===== src/hw/usb_ps2_regs_pkg.sv =====
// Package with offsets, bit positions, reset values and timing for the bus status registers.
package usb_ps2_regs_pkg;
    // Register offsets on the firmware port.
    localparam logic [7:0] BUS_STATUS_CONTROL_OFS = 8'h1a;
    localparam logic [7:0] ENDPOINT_FLAGS_BUS_SELECT_OFS = 8'h1b;
    localparam logic [7:0] IRQ_STATUS_OFS = 8'h20;
    localparam logic [7:0] IRQ_MASK_OFS = 8'h21;

    // Bus status and control register fields.
    localparam int SUSPEND_BIT = 0;
    localparam int WAKEUP_BIT = 1;
    localparam int BUS_RESET_BIT = 2;
    localparam int RESUME_BIT = 3;
    localparam int DATA_IN_BIT = 4;
    localparam int CLOCK_IN_BIT = 5;
    localparam int DATA_OUT_BIT = 6;
    localparam int CLOCK_OUT_BIT = 7;

    // Endpoint flags and bus select register fields.
    localparam int EP0_BIT = 0;
    localparam int EP1_BIT = 1;
    localparam int LEGACY_SEL_BIT = 4;
    localparam int SERIAL_SEL_BIT = 5;
    localparam int USB_FLAG_BIT = 7;

    // Interrupt status and mask fields.
    localparam int IRQ_SUSPEND_BIT = 0;
    localparam int IRQ_BUS_RESET_BIT = 1;
    localparam int IRQ_RESUME_BIT = 2;
    localparam int IRQ_EP0_BIT = 3;
    localparam int IRQ_EP1_BIT = 4;
    localparam int IRQ_WIDTH = 5;

    // Reset values of the line drive bits.
    localparam logic DATA_OUT_RESET = 1'b1;
    localparam logic CLOCK_OUT_RESET = 1'b1;

    // Idle time before suspend and the clock rate.
    localparam int IDLE_TIME_US = 3000;
    localparam int CLK_MHZ = 125;
    localparam int IDLE_CYCLES = IDLE_TIME_US * CLK_MHZ;
endpackage : usb_ps2_regs_pkg


===== src/hw/usb_ps2_status_control_regs.sv =====
// Bus status, endpoint flag and bus select registers of a USB and PS/2 pointing device.
//
// Behaviour
// - Bit 0 reads suspend state.
// - Bit 1 drives remote wake-up, resets low.
// - Bus reset sets sticky bit 2 flag.
// - Resume event sets read-only bit 3.
// - Bits 6 and 7 drive lines, reset high.
// - Bits 4 and 5 show live line levels.
// - Endpoint access sets flag, gated interrupt request.
// - Endpoint flags hold; no new event while set.
// - Bit 4 selects the PS/2 link.
// - Bit 5 selects the USB link.
// - Bit 7 firmware mode flag, reset zero.
// - Select bits give pins to firmware or engine.
// - Idle over 3 ms in USB mode enters suspend, interrupts.
`timescale 1ns/1ps
module usb_ps2_status_control_regs #(
    parameter int IDLE_CYCLES = usb_ps2_regs_pkg::IDLE_CYCLES
) (
    input wire logic clk,
    input wire logic nrst,
    input wire logic [7:0] addr,
    input wire logic [7:0] wdata,
    input wire logic wr,
    input wire logic rd,
    output logic [7:0] rdata,
    input wire logic usb_bus_active,
    input wire logic usb_bus_reset,
    input wire logic usb_resume,
    input wire logic [1:0] ep_access,
    input wire logic usb_int_enable,
    input wire logic stack_full,
    input wire logic engine_dm_out,
    input wire logic engine_dp_out,
    input wire logic engine_oe,
    input wire logic dminus_in,
    input wire logic dplus_in,
    output logic dminus_out,
    output logic dminus_oe,
    output logic dplus_out,
    output logic dplus_oe,
    output logic remote_wakeup_drive,
    output logic usb_irq,
    output logic irq
);
    // Counter wide enough for the idle limit.
    localparam int CW = $clog2(IDLE_CYCLES + 1);
    localparam logic [CW-1:0] IDLE_LIMIT = CW'(IDLE_CYCLES);

    // Stored control and status bits.
    logic suspend;
    logic bus_reset_event;
    logic resume_seen;
    logic kbd_data_line_out;
    logic kbd_clock_line_out;
    logic control_endpoint_request;
    logic interrupt_endpoint_request;
    logic legacy_link_select;
    logic serial_bus_select;
    logic usb_flag;
    logic [usb_ps2_regs_pkg::IRQ_WIDTH-1:0] irq_status;
    logic [usb_ps2_regs_pkg::IRQ_WIDTH-1:0] irq_mask;
    logic [CW-1:0] idle_count;
    // Two-stage synchronisers for the pad inputs.
    logic dm_s1;
    logic dm_s2;
    logic dp_s1;
    logic dp_s2;

    // Decoded accesses.
    logic wr_bus;
    logic wr_ep;
    logic wr_mask;
    logic rd_stat;
    logic legacy_mode;
    logic serial_mode;
    logic suspend_enter;
    logic suspend_leave;
    logic ep0_new;
    logic ep1_new;
    logic [usb_ps2_regs_pkg::IRQ_WIDTH-1:0] events;

    // Address match, shared by the four strobe decodes below.
    function automatic logic hit(input logic [7:0] a, input logic [7:0] ofs);
        hit = (a == ofs);
    endfunction : hit

    assign wr_bus = wr && hit(addr, usb_ps2_regs_pkg::BUS_STATUS_CONTROL_OFS);
    assign wr_ep = wr && hit(addr, usb_ps2_regs_pkg::ENDPOINT_FLAGS_BUS_SELECT_OFS);
    assign wr_mask = wr && hit(addr, usb_ps2_regs_pkg::IRQ_MASK_OFS);
    assign rd_stat = rd && hit(addr, usb_ps2_regs_pkg::IRQ_STATUS_OFS);
    assign legacy_mode = legacy_link_select && !serial_bus_select;
    assign serial_mode = serial_bus_select && !legacy_link_select;
    assign suspend_enter = serial_mode && !suspend && !usb_bus_active
        && (idle_count == IDLE_LIMIT);
    assign suspend_leave = suspend && usb_bus_active;
    assign ep0_new = ep_access[0] && !control_endpoint_request;
    assign ep1_new = ep_access[1] && !interrupt_endpoint_request;

    // Collected events feed both the sticky status and the engine interrupt.
    always_comb begin
        events = '0;
        events[usb_ps2_regs_pkg::IRQ_SUSPEND_BIT] = suspend_enter || suspend_leave;
        events[usb_ps2_regs_pkg::IRQ_BUS_RESET_BIT] = usb_bus_reset;
        events[usb_ps2_regs_pkg::IRQ_RESUME_BIT] = usb_resume;
        events[usb_ps2_regs_pkg::IRQ_EP0_BIT] = ep0_new;
        events[usb_ps2_regs_pkg::IRQ_EP1_BIT] = ep1_new;
    end

    // Pad synchronisers; only the second stage is read by logic.
    always_ff @(posedge clk) begin
        if (!nrst) begin
            dm_s1 <= 1'b1;
            dm_s2 <= 1'b1;
            dp_s1 <= 1'b1;
            dp_s2 <= 1'b1;
        end else begin
            dm_s1 <= dminus_in;
            dm_s2 <= dm_s1;
            dp_s1 <= dplus_in;
            dp_s2 <= dp_s1;
        end
    end

    // Idle counter restarts on any bus activity or outside USB mode.
    always_ff @(posedge clk) begin
        if (!nrst) begin
            idle_count <= '0;
        end else if (usb_bus_active || !serial_mode || suspend) begin
            idle_count <= '0;
        end else if (idle_count != IDLE_LIMIT) begin
            idle_count <= idle_count + CW'(1);
        end
    end

    // Suspend and resume state; resume is remembered until the bus wakes.
    always_ff @(posedge clk) begin
        if (!nrst) begin
            suspend <= 1'b0;
            resume_seen <= 1'b0;
        end else begin
            if (suspend_enter) begin
                suspend <= 1'b1;
            end else if (suspend_leave) begin
                suspend <= 1'b0;
            end
            if (usb_resume) begin
                resume_seen <= 1'b1;
            end else if (suspend_leave) begin
                resume_seen <= 1'b0;
            end
        end
    end

    // Bus status and control register writes; read-only bits are not stored.
    always_ff @(posedge clk) begin
        if (!nrst) begin
            remote_wakeup_drive <= 1'b0;
            bus_reset_event <= 1'b0;
            kbd_data_line_out <= usb_ps2_regs_pkg::DATA_OUT_RESET;
            kbd_clock_line_out <= usb_ps2_regs_pkg::CLOCK_OUT_RESET;
        end else begin
            if (wr_bus) begin
                remote_wakeup_drive <= wdata[usb_ps2_regs_pkg::WAKEUP_BIT];
                kbd_data_line_out <= wdata[usb_ps2_regs_pkg::DATA_OUT_BIT];
                kbd_clock_line_out <= wdata[usb_ps2_regs_pkg::CLOCK_OUT_BIT];
            end
            if (usb_bus_reset) begin
                bus_reset_event <= 1'b1;
            end else if (wr_bus) begin
                bus_reset_event <= wdata[usb_ps2_regs_pkg::BUS_RESET_BIT];
            end
        end
    end

    // Endpoint flags: hardware set wins over a firmware clear in the same cycle.
    always_ff @(posedge clk) begin
        if (!nrst) begin
            control_endpoint_request <= 1'b0;
            interrupt_endpoint_request <= 1'b0;
        end else begin
            if (ep0_new) begin
                control_endpoint_request <= 1'b1;
            end else if (wr_ep) begin
                control_endpoint_request <= wdata[usb_ps2_regs_pkg::EP0_BIT];
            end
            if (ep1_new) begin
                interrupt_endpoint_request <= 1'b1;
            end else if (wr_ep) begin
                interrupt_endpoint_request <= wdata[usb_ps2_regs_pkg::EP1_BIT];
            end
        end
    end

    // Bus select and firmware mode flag; reserved bits are dropped.
    always_ff @(posedge clk) begin
        if (!nrst) begin
            legacy_link_select <= 1'b0;
            serial_bus_select <= 1'b0;
            usb_flag <= 1'b0;
        end else if (wr_ep) begin
            legacy_link_select <= wdata[usb_ps2_regs_pkg::LEGACY_SEL_BIT];
            serial_bus_select <= wdata[usb_ps2_regs_pkg::SERIAL_SEL_BIT];
            usb_flag <= wdata[usb_ps2_regs_pkg::USB_FLAG_BIT];
        end
    end

    // Engine interrupt request, gated by enable and stack room.
    always_ff @(posedge clk) begin
        if (!nrst) begin
            usb_irq <= 1'b0;
        end else begin
            usb_irq <= (|events) && usb_int_enable && !stack_full;
        end
    end

    // Sticky status cleared by reading it; a new event wins over the clear.
    always_ff @(posedge clk) begin
        if (!nrst) begin
            irq_status <= '0;
        end else if (rd_stat) begin
            irq_status <= events;
        end else begin
            irq_status <= irq_status | events;
        end
    end

    // Mask register of the same layout as the status.
    always_ff @(posedge clk) begin
        if (!nrst) begin
            irq_mask <= '0;
        end else if (wr_mask) begin
            irq_mask <= wdata[usb_ps2_regs_pkg::IRQ_WIDTH-1:0];
        end
    end

    // Level interrupt, high while an unmasked status bit is set.
    always_ff @(posedge clk) begin
        if (!nrst) begin
            irq <= 1'b0;
        end else begin
            irq <= |(irq_status & irq_mask);
        end
    end

    // Pad drive: open-drain lines in PS/2 mode, the engine in USB mode.
    always_ff @(posedge clk) begin
        if (!nrst) begin
            dminus_out <= 1'b0;
            dminus_oe <= 1'b0;
            dplus_out <= 1'b0;
            dplus_oe <= 1'b0;
        end else if (legacy_mode) begin
            dminus_out <= 1'b0;
            dminus_oe <= !kbd_data_line_out;
            dplus_out <= 1'b0;
            dplus_oe <= !kbd_clock_line_out;
        end else if (serial_mode) begin
            dminus_out <= engine_dm_out;
            dminus_oe <= engine_oe;
            dplus_out <= engine_dp_out;
            dplus_oe <= engine_oe;
        end else begin
            // Neither or both links chosen: leave both pads floating.
            dminus_out <= 1'b0;
            dminus_oe <= 1'b0;
            dplus_out <= 1'b0;
            dplus_oe <= 1'b0;
        end
    end

    // Read data, one cycle after the strobe; write-only bits read as zero.
    always_ff @(posedge clk) begin
        if (!nrst) begin
            rdata <= '0;
        end else begin
            rdata <= '0;
            if (rd) begin
                unique case (addr)
                    usb_ps2_regs_pkg::BUS_STATUS_CONTROL_OFS: begin
                        rdata[usb_ps2_regs_pkg::SUSPEND_BIT] <= suspend;
                        rdata[usb_ps2_regs_pkg::BUS_RESET_BIT] <= bus_reset_event;
                        rdata[usb_ps2_regs_pkg::RESUME_BIT] <= resume_seen;
                        rdata[usb_ps2_regs_pkg::DATA_IN_BIT] <= dm_s2;
                        rdata[usb_ps2_regs_pkg::CLOCK_IN_BIT] <= dp_s2;
                    end
                    usb_ps2_regs_pkg::ENDPOINT_FLAGS_BUS_SELECT_OFS: begin
                        rdata[usb_ps2_regs_pkg::EP0_BIT] <= control_endpoint_request;
                        rdata[usb_ps2_regs_pkg::EP1_BIT] <= interrupt_endpoint_request;
                        rdata[usb_ps2_regs_pkg::LEGACY_SEL_BIT] <= legacy_link_select;
                        rdata[usb_ps2_regs_pkg::SERIAL_SEL_BIT] <= serial_bus_select;
                        rdata[usb_ps2_regs_pkg::USB_FLAG_BIT] <= usb_flag;
                    end
                    usb_ps2_regs_pkg::IRQ_STATUS_OFS: begin
                        rdata[usb_ps2_regs_pkg::IRQ_WIDTH-1:0] <= irq_status;
                    end
                    usb_ps2_regs_pkg::IRQ_MASK_OFS: begin
                        rdata[usb_ps2_regs_pkg::IRQ_WIDTH-1:0] <= irq_mask;
                    end
                    // Unmapped addresses answer with zero.
                    default: begin
                        rdata <= '0;
                    end
                endcase
            end
        end
    end

    // Checks on the register behaviour.
    AST_SUSPEND_READ: assert property (@(posedge clk) disable iff (!nrst)
        rd && hit(addr, usb_ps2_regs_pkg::BUS_STATUS_CONTROL_OFS)
        |=> rdata[usb_ps2_regs_pkg::SUSPEND_BIT] == $past(suspend))
        else $error("Suspend bit does not read the suspend state.");

    AST_WAKEUP_WRITE: assert property (@(posedge clk) disable iff (!nrst)
        wr_bus |=> remote_wakeup_drive == $past(wdata[usb_ps2_regs_pkg::WAKEUP_BIT]))
        else $error("Wake-up drive did not follow the write.");

    AST_BUS_RESET_SET: assert property (@(posedge clk) disable iff (!nrst)
        usb_bus_reset |=> bus_reset_event ##1 $past(rd_stat)
        || irq_status[usb_ps2_regs_pkg::IRQ_BUS_RESET_BIT])
        else $error("Bus reset did not set its flag and status.");

    AST_RESUME_SET: assert property (@(posedge clk) disable iff (!nrst)
        usb_resume |=> resume_seen)
        else $error("Resume event did not set the resume bit.");

    AST_LEGACY_DRIVE: assert property (@(posedge clk) disable iff (!nrst)
        legacy_mode && !kbd_data_line_out |=> dminus_oe && !dminus_out)
        else $error("Data line not pulled low in PS/2 mode.");

    AST_LINE_LEVEL: assert property (@(posedge clk) disable iff (!nrst)
        rd && hit(addr, usb_ps2_regs_pkg::BUS_STATUS_CONTROL_OFS)
        |=> rdata[usb_ps2_regs_pkg::CLOCK_IN_BIT] == $past(dp_s2))
        else $error("Clock line level misread.");

    AST_EP_IRQ_GATE: assert property (@(posedge clk) disable iff (!nrst)
        ep0_new && usb_int_enable && !stack_full
        |=> control_endpoint_request && usb_irq)
        else $error("Endpoint access did not flag and interrupt.");

    AST_EP_HOLD: assert property (@(posedge clk) disable iff (!nrst)
        control_endpoint_request && !wr_ep |=> control_endpoint_request)
        else $error("Endpoint flag dropped without a firmware write.");

    AST_NO_IRQ_FULL: assert property (@(posedge clk) disable iff (!nrst)
        stack_full |=> !usb_irq)
        else $error("Interrupt raised with a full stack.");

    AST_SELECT_DRIVE: assert property (@(posedge clk) disable iff (!nrst)
        serial_mode |=> dplus_oe == $past(engine_oe) && dplus_out == $past(engine_dp_out))
        else $error("Engine does not own the pads in USB mode.");

    AST_SUSPEND_ENTRY: assert property (@(posedge clk) disable iff (!nrst)
        suspend_enter |=> suspend ##1 $past(rd_stat)
        || irq_status[usb_ps2_regs_pkg::IRQ_SUSPEND_BIT])
        else $error("Idle limit did not enter suspend with status.");

    AST_SELECT_STORE: assert property (@(posedge clk) disable iff (!nrst)
        wr_ep |=> legacy_link_select == $past(wdata[usb_ps2_regs_pkg::LEGACY_SEL_BIT])
        && usb_flag == $past(wdata[usb_ps2_regs_pkg::USB_FLAG_BIT]))
        else $error("Select or mode flag not stored.");

    AST_READ_ONLY: assert property (@(posedge clk) disable iff (!nrst)
        wr_bus && !suspend_enter && !suspend_leave |=> suspend == $past(suspend))
        else $error("Write changed the read-only suspend bit.");

    AST_IRQ_LEVEL: assert property (@(posedge clk) disable iff (!nrst)
        irq == $past(|(irq_status & irq_mask)))
        else $error("Interrupt output does not match masked status.");
endmodule : usb_ps2_status_control_regs


===== config.mk =====
export PLATFORM = sky130hd
export DESIGN_NAME = usb_ps2_status_control_regs
export DESIGN_NICKNAME = d
export VERILOG_FILES = /design/src/hw/usb_ps2_regs_pkg.sv /design/src/hw/usb_ps2_status_control_regs.sv
export SDC_FILE = /design/constraint.sdc
export NUM_CORES = 1
export LEC_CHECK = 0
export ABC_CLOCK_PERIOD_IN_PS = 2100
export BUFFER_PORTS_ARGS = -buffer_cell sky130_fd_sc_hd__buf_2
export CORE_ASPECT_RATIO = 1.4
export CORE_MARGIN = 2
export CORE_UTILIZATION = 54
export CTS_BUF_LIST = sky130_fd_sc_hd__clkbuf_16
export DETAILED_ROUTE_END_ITERATION = 8
export GPL_TIMING_DRIVEN = 0
export MAX_ROUTING_LAYER = met4
export PLACE_DENSITY = 0.8
export SETUP_SLACK_MARGIN = 0.15
export SYNTH_ARGS = -nofsm -noshare
export SYNTH_HDL_FRONTEND = slang
export SYNTH_SLANG_ARGS = --single-unit

===== constraint.sdc =====
create_clock -name clk -period 2.1 [get_ports clk]
set_input_delay 0.105 -clock clk [delete_from_list [all_inputs] [get_ports clk]]
set_output_delay 0.105 -clock clk [all_outputs]
set_load 0.005 [all_outputs]

Word-level counts from Yosys, hierarchy flattened. Cells that the tools add are included. W data, S select, Z words.

Add/subtract/negate cells: 1. Equal/unequal tests: 6. Multiplexer cells: 18. Bitwise operators: 4. Reductions and logical operators: 38.

Operator list (count): $add A19 B1 Y19 const B (1); $eq A19 B19 Y1 const B (1); $ne A19 B19 Y1 const B (1); $eq A8 B5 Y1 const B (2); $eq A8 B6 Y1 const B (2); $logic_and A1 B1 Y1 (14); $mux W1 (12); $logic_not A1 Y1 (10); $reduce_bool A2 Y1 (5); $reduce_or A5 Y1 (2); $pmux W1 S4 (2); $pmux W2 S3 (1); $and A5 B5 Y5 (1); $mux W5 (1); $or A5 B5 Y5 (1); $logic_or A1 B1 Y1 (3); $pmux W1 S3 (1); $reduce_and A3 Y1 (1); $reduce_or A3 Y1 (1); $not A1 Y1 (2); $pmux W1 S2 (1); $reduce_and A2 Y1 (1); $reduce_or A2 Y1 (1).

Register bits: 58. Output and inout bits: 15.

Longest topological paths before layout.
Depth after elaboration: 9. Depth in mapped cells: 6. Mapped depth without buffers: 5.

Worst setup path after synthesis. OpenSTA, ideal clock, no wires.

Kind: register to register. From: reg idle_count[0]. To: reg idle_count[14]. Library setup time: 0.126 ns. Data arrival time: 1.363 ns. Required time: 1.974 ns. Setup slack: 0.611 ns. Stages on the path, launching flop included: 6. Path buffers: 0. Cells stage by stage: dfxtp_1 > ha_1 > inv_1 > or4_1 > xor2_1 > nor2_1.

Longest elaborated chain between the ends: 1.

Ends and longest elaborated chain: from (decl) (RTL line usb_ps2_status_control_regs.sv:64) `logic [CW-1:0] idle_count;`; from (signal assigned) (RTL line usb_ps2_status_control_regs.sv:133) `idle_count <= idle_count + CW'(1);`; $add A19 B1 Y19 or $ne A19 B19 Y1 (tied branches) (RTL line usb_ps2_status_control_regs.sv:133, usb_ps2_status_control_regs.sv:132).

Parallel ways exist; a longest one is shown, timed or not. A chain may end at the register's enable or synchronous reset.

Worst setup path in the final report.
From: reg idle_count[1]. To: reg idle_count[14].

The elaborated chain is that of the path after synthesis.

==> impl_metrics.json <==
{
  "outcome": "complete, no violations",
  "n_antenna_cell": 0,
  "layout_common_cells": "dfxtp_1, buf_2, nor2_1",
  "yosysSeqAreaShare": 0.4730,
  "layout_commonest_cell": "dfxtp_1",
  "dr.first_iter.drc_count": 219,
  "path_clk_slew_ns": 0.05,
  "setup_viol": 0,
  "cellPowerDensity_mw_per_mm2": 823.5,
  "hold_depth": 3,
  "worstPathMaxFanout": 6,
  "startpoint_type": "register",
  "coreArea_mm2": 0.004274,
  "synth.distinct_cells": 44,
  "fin_util": 0.7046,
  "grt_pass1_vias": 2153,
  "dpl.hpwl_mm": 4.079,
  "hp-class": "input pin to register",
  "routabilityCongestion": 0.8722,
  "holdWs_ns": 0.005606,
  "place_area_mm2": 0.002708,
  "clock_sinks": 57,
  "vias_per_cell": 5.585,
  "final_nets": 355,
  "grt_antenna_before_repair": 0,
  "endpoint_kind": "register",
  "syn_area_mm2": 0.002412,
  "num_rows": 28,
  "grt_pass1_wl_mm": 9.377,
  "synth_edf_count": 0,
  "wirelength_mm": 5.707,
  "dp_cells": 366,
  "clk_latency_ns": 0.33,
  "wl_per_cell_um": 14.78,
  "grt_max_degree": 11,
  "remaining_drc_errors": 0,
  "min_period_over_period": 0.8178,
  "via_count": 2156,
  "root_buffer": "clkbuf_16",
  "start_util": 0.5644,
  "drive_gt1_frac": 0.2147,
  "synthCells": 262,
  "yosys_warnings": 0,
  "hold_viol": 0,
  "syn_area_per_cell_um2": 9.207,
  "pre_cts_ws_ns": 0.4408,
  "reg2reg_depth": 5,
  "drt_first_pass_iters": 4,
  "cp.arrival_ns": 1.91,
  "synth-main-ff-cell": "dfxtp_1",
  "clock_skew_ns": 0.008085,
  "htreeDepth": 3,
  "die_w_um": 60.49,
  "detail-route-antenna-nets": 0,
  "synth_fp_nets": 296,
  "finalNonFillerCells": 386,
  "cp.required_ns": 2.30,
  "finalPower_mw": 2.480,
  "yosys_register_bits": 57,
  "io_buffers": 44,
  "timing.final.ws_setup_ns": 0.3826,
  "cts_max_path_buffers": 2,
  "power_leakage_nw": 1.250,
  "stdcell_area_mm2": 0.003012,
  "ir_worst_vdd_v": 0.0004965,
  "tns_ns": 0,
  "nFillCells": 362,
  "cts_setup_buffers": 0,
  "max_freq_mhz": 582.3,
  "cts_tree": "done",
  "maxSlewViolCount": 0,
  "numCtsBuffers": 9,
  "gr-total-overflow": 0,
  "rsz0062_at_grt": "false",
  "finalCriticalPeriod_ns": 1.717,
  "max_cap_violations": 0,
  "crit_type": "register to register",
  "die_h_um": 83.08,
  "async_reset_ff_frac": 0,
  "areaGrowthSynthToFinish_pct": 24.84,
  "grt_usage": 0.2535,
  "ioPinCount": 47,
  "die_area_mm2": 0.005025
}
## sequential cells by signal (all words and copies together) (netlist names), 5 cells and up
name        count
idle_count     19
rdata           7
irq_mask        5
irq_status      5
## logic make-up after synthesis
group,count (synthesis),synth area share
DFF,57,0.4730
other,1,0.001555
AOI/OAI and AO/OA,37,0.09699
adders and majority gates,2,0.01037
and+or+nand+nor,120,0.2780
xor gates and xnor gates,12,0.04357
buffers and inverters,17,0.02956
muxes,16,0.06691
## per-layer routing
metal | part of all wire | vias up | global-route usage
li1 | - | 1059 | -
met1 | 0.37 | 1004 | 0.2441
met2 | 0.56 | 80 | 0.4437
met3 | 0.049 | 13 | 0.06386
met4 | 0.022 | 0 | 0.1324
met5 | 0 | - | -
## power breakdown
group	leakage, nW	internal (mW)	total (mW)	switching [mW]
combinational	0.655	0.0495	0.102	0.0525
clock	0.132	0.781	1.27	0.485
sequential	0.463	1.10	1.11	0.0113
total	1.25	1.93	2.48	0.549
## worst paths after layout
check,slack (ns),end,start
worst max-delay path,0.38,idle_count[14],idle_count[1]
worst min-delay path,0.006,kbd_data_line_out,wdata[6]
worst max register to register,0.38,idle_count[14],idle_count[1]
worst min register to register,0.41,dm_s2,dm_s1
## worst max-delay path: stages (launching register included)
cell and delay [ns]:
dfxtp_1 0.41, ha_1 0.33, inv_1 0.10, or4_1 0.55, xor2_1 0.15, nor2_1 0.05
## timing repair
action / CTS / global route
hold buffers: 4 / 0
resized for setup: 0 / 0
endpoints found under the hold margin: 4 / 0
## cell type report
cell class,instances,area [um2],area share
Clock inverter,7,38.79,0.01288
Buffer,11,48.80,0.01620
Multi-Input combinational cell,188,1200,0.3984
Clock buffer,9,225.2,0.07478
Sequential cell,57,1141,0.3789
Inverter,6,22.52,0.007478
Timing Repair Buffer,48,260.3,0.08641
Tap cell,60,75.07,0.02493
## synthesized netlist by cell type (all sizes together) (4+ instances only)
cell type	count	area share
mux2i	15	0.062
buf	4	0.0093
nor3	6	0.012
inv	6	0.0093
dfxtp	57	0.47
nor2	35	0.054
nand4	11	0.031
nand2b	8	0.021
a21oi	14	0.029
nand3	15	0.031
nand2	13	0.020
a211oi	4	0.012
and3	5	0.013
a22oi	4	0.012
xor2	10	0.036
and4	4	0.015
clkbuf	7	0.011
o21ai	6	0.012
No activity file was read; power rests on OpenSTA's default activity.
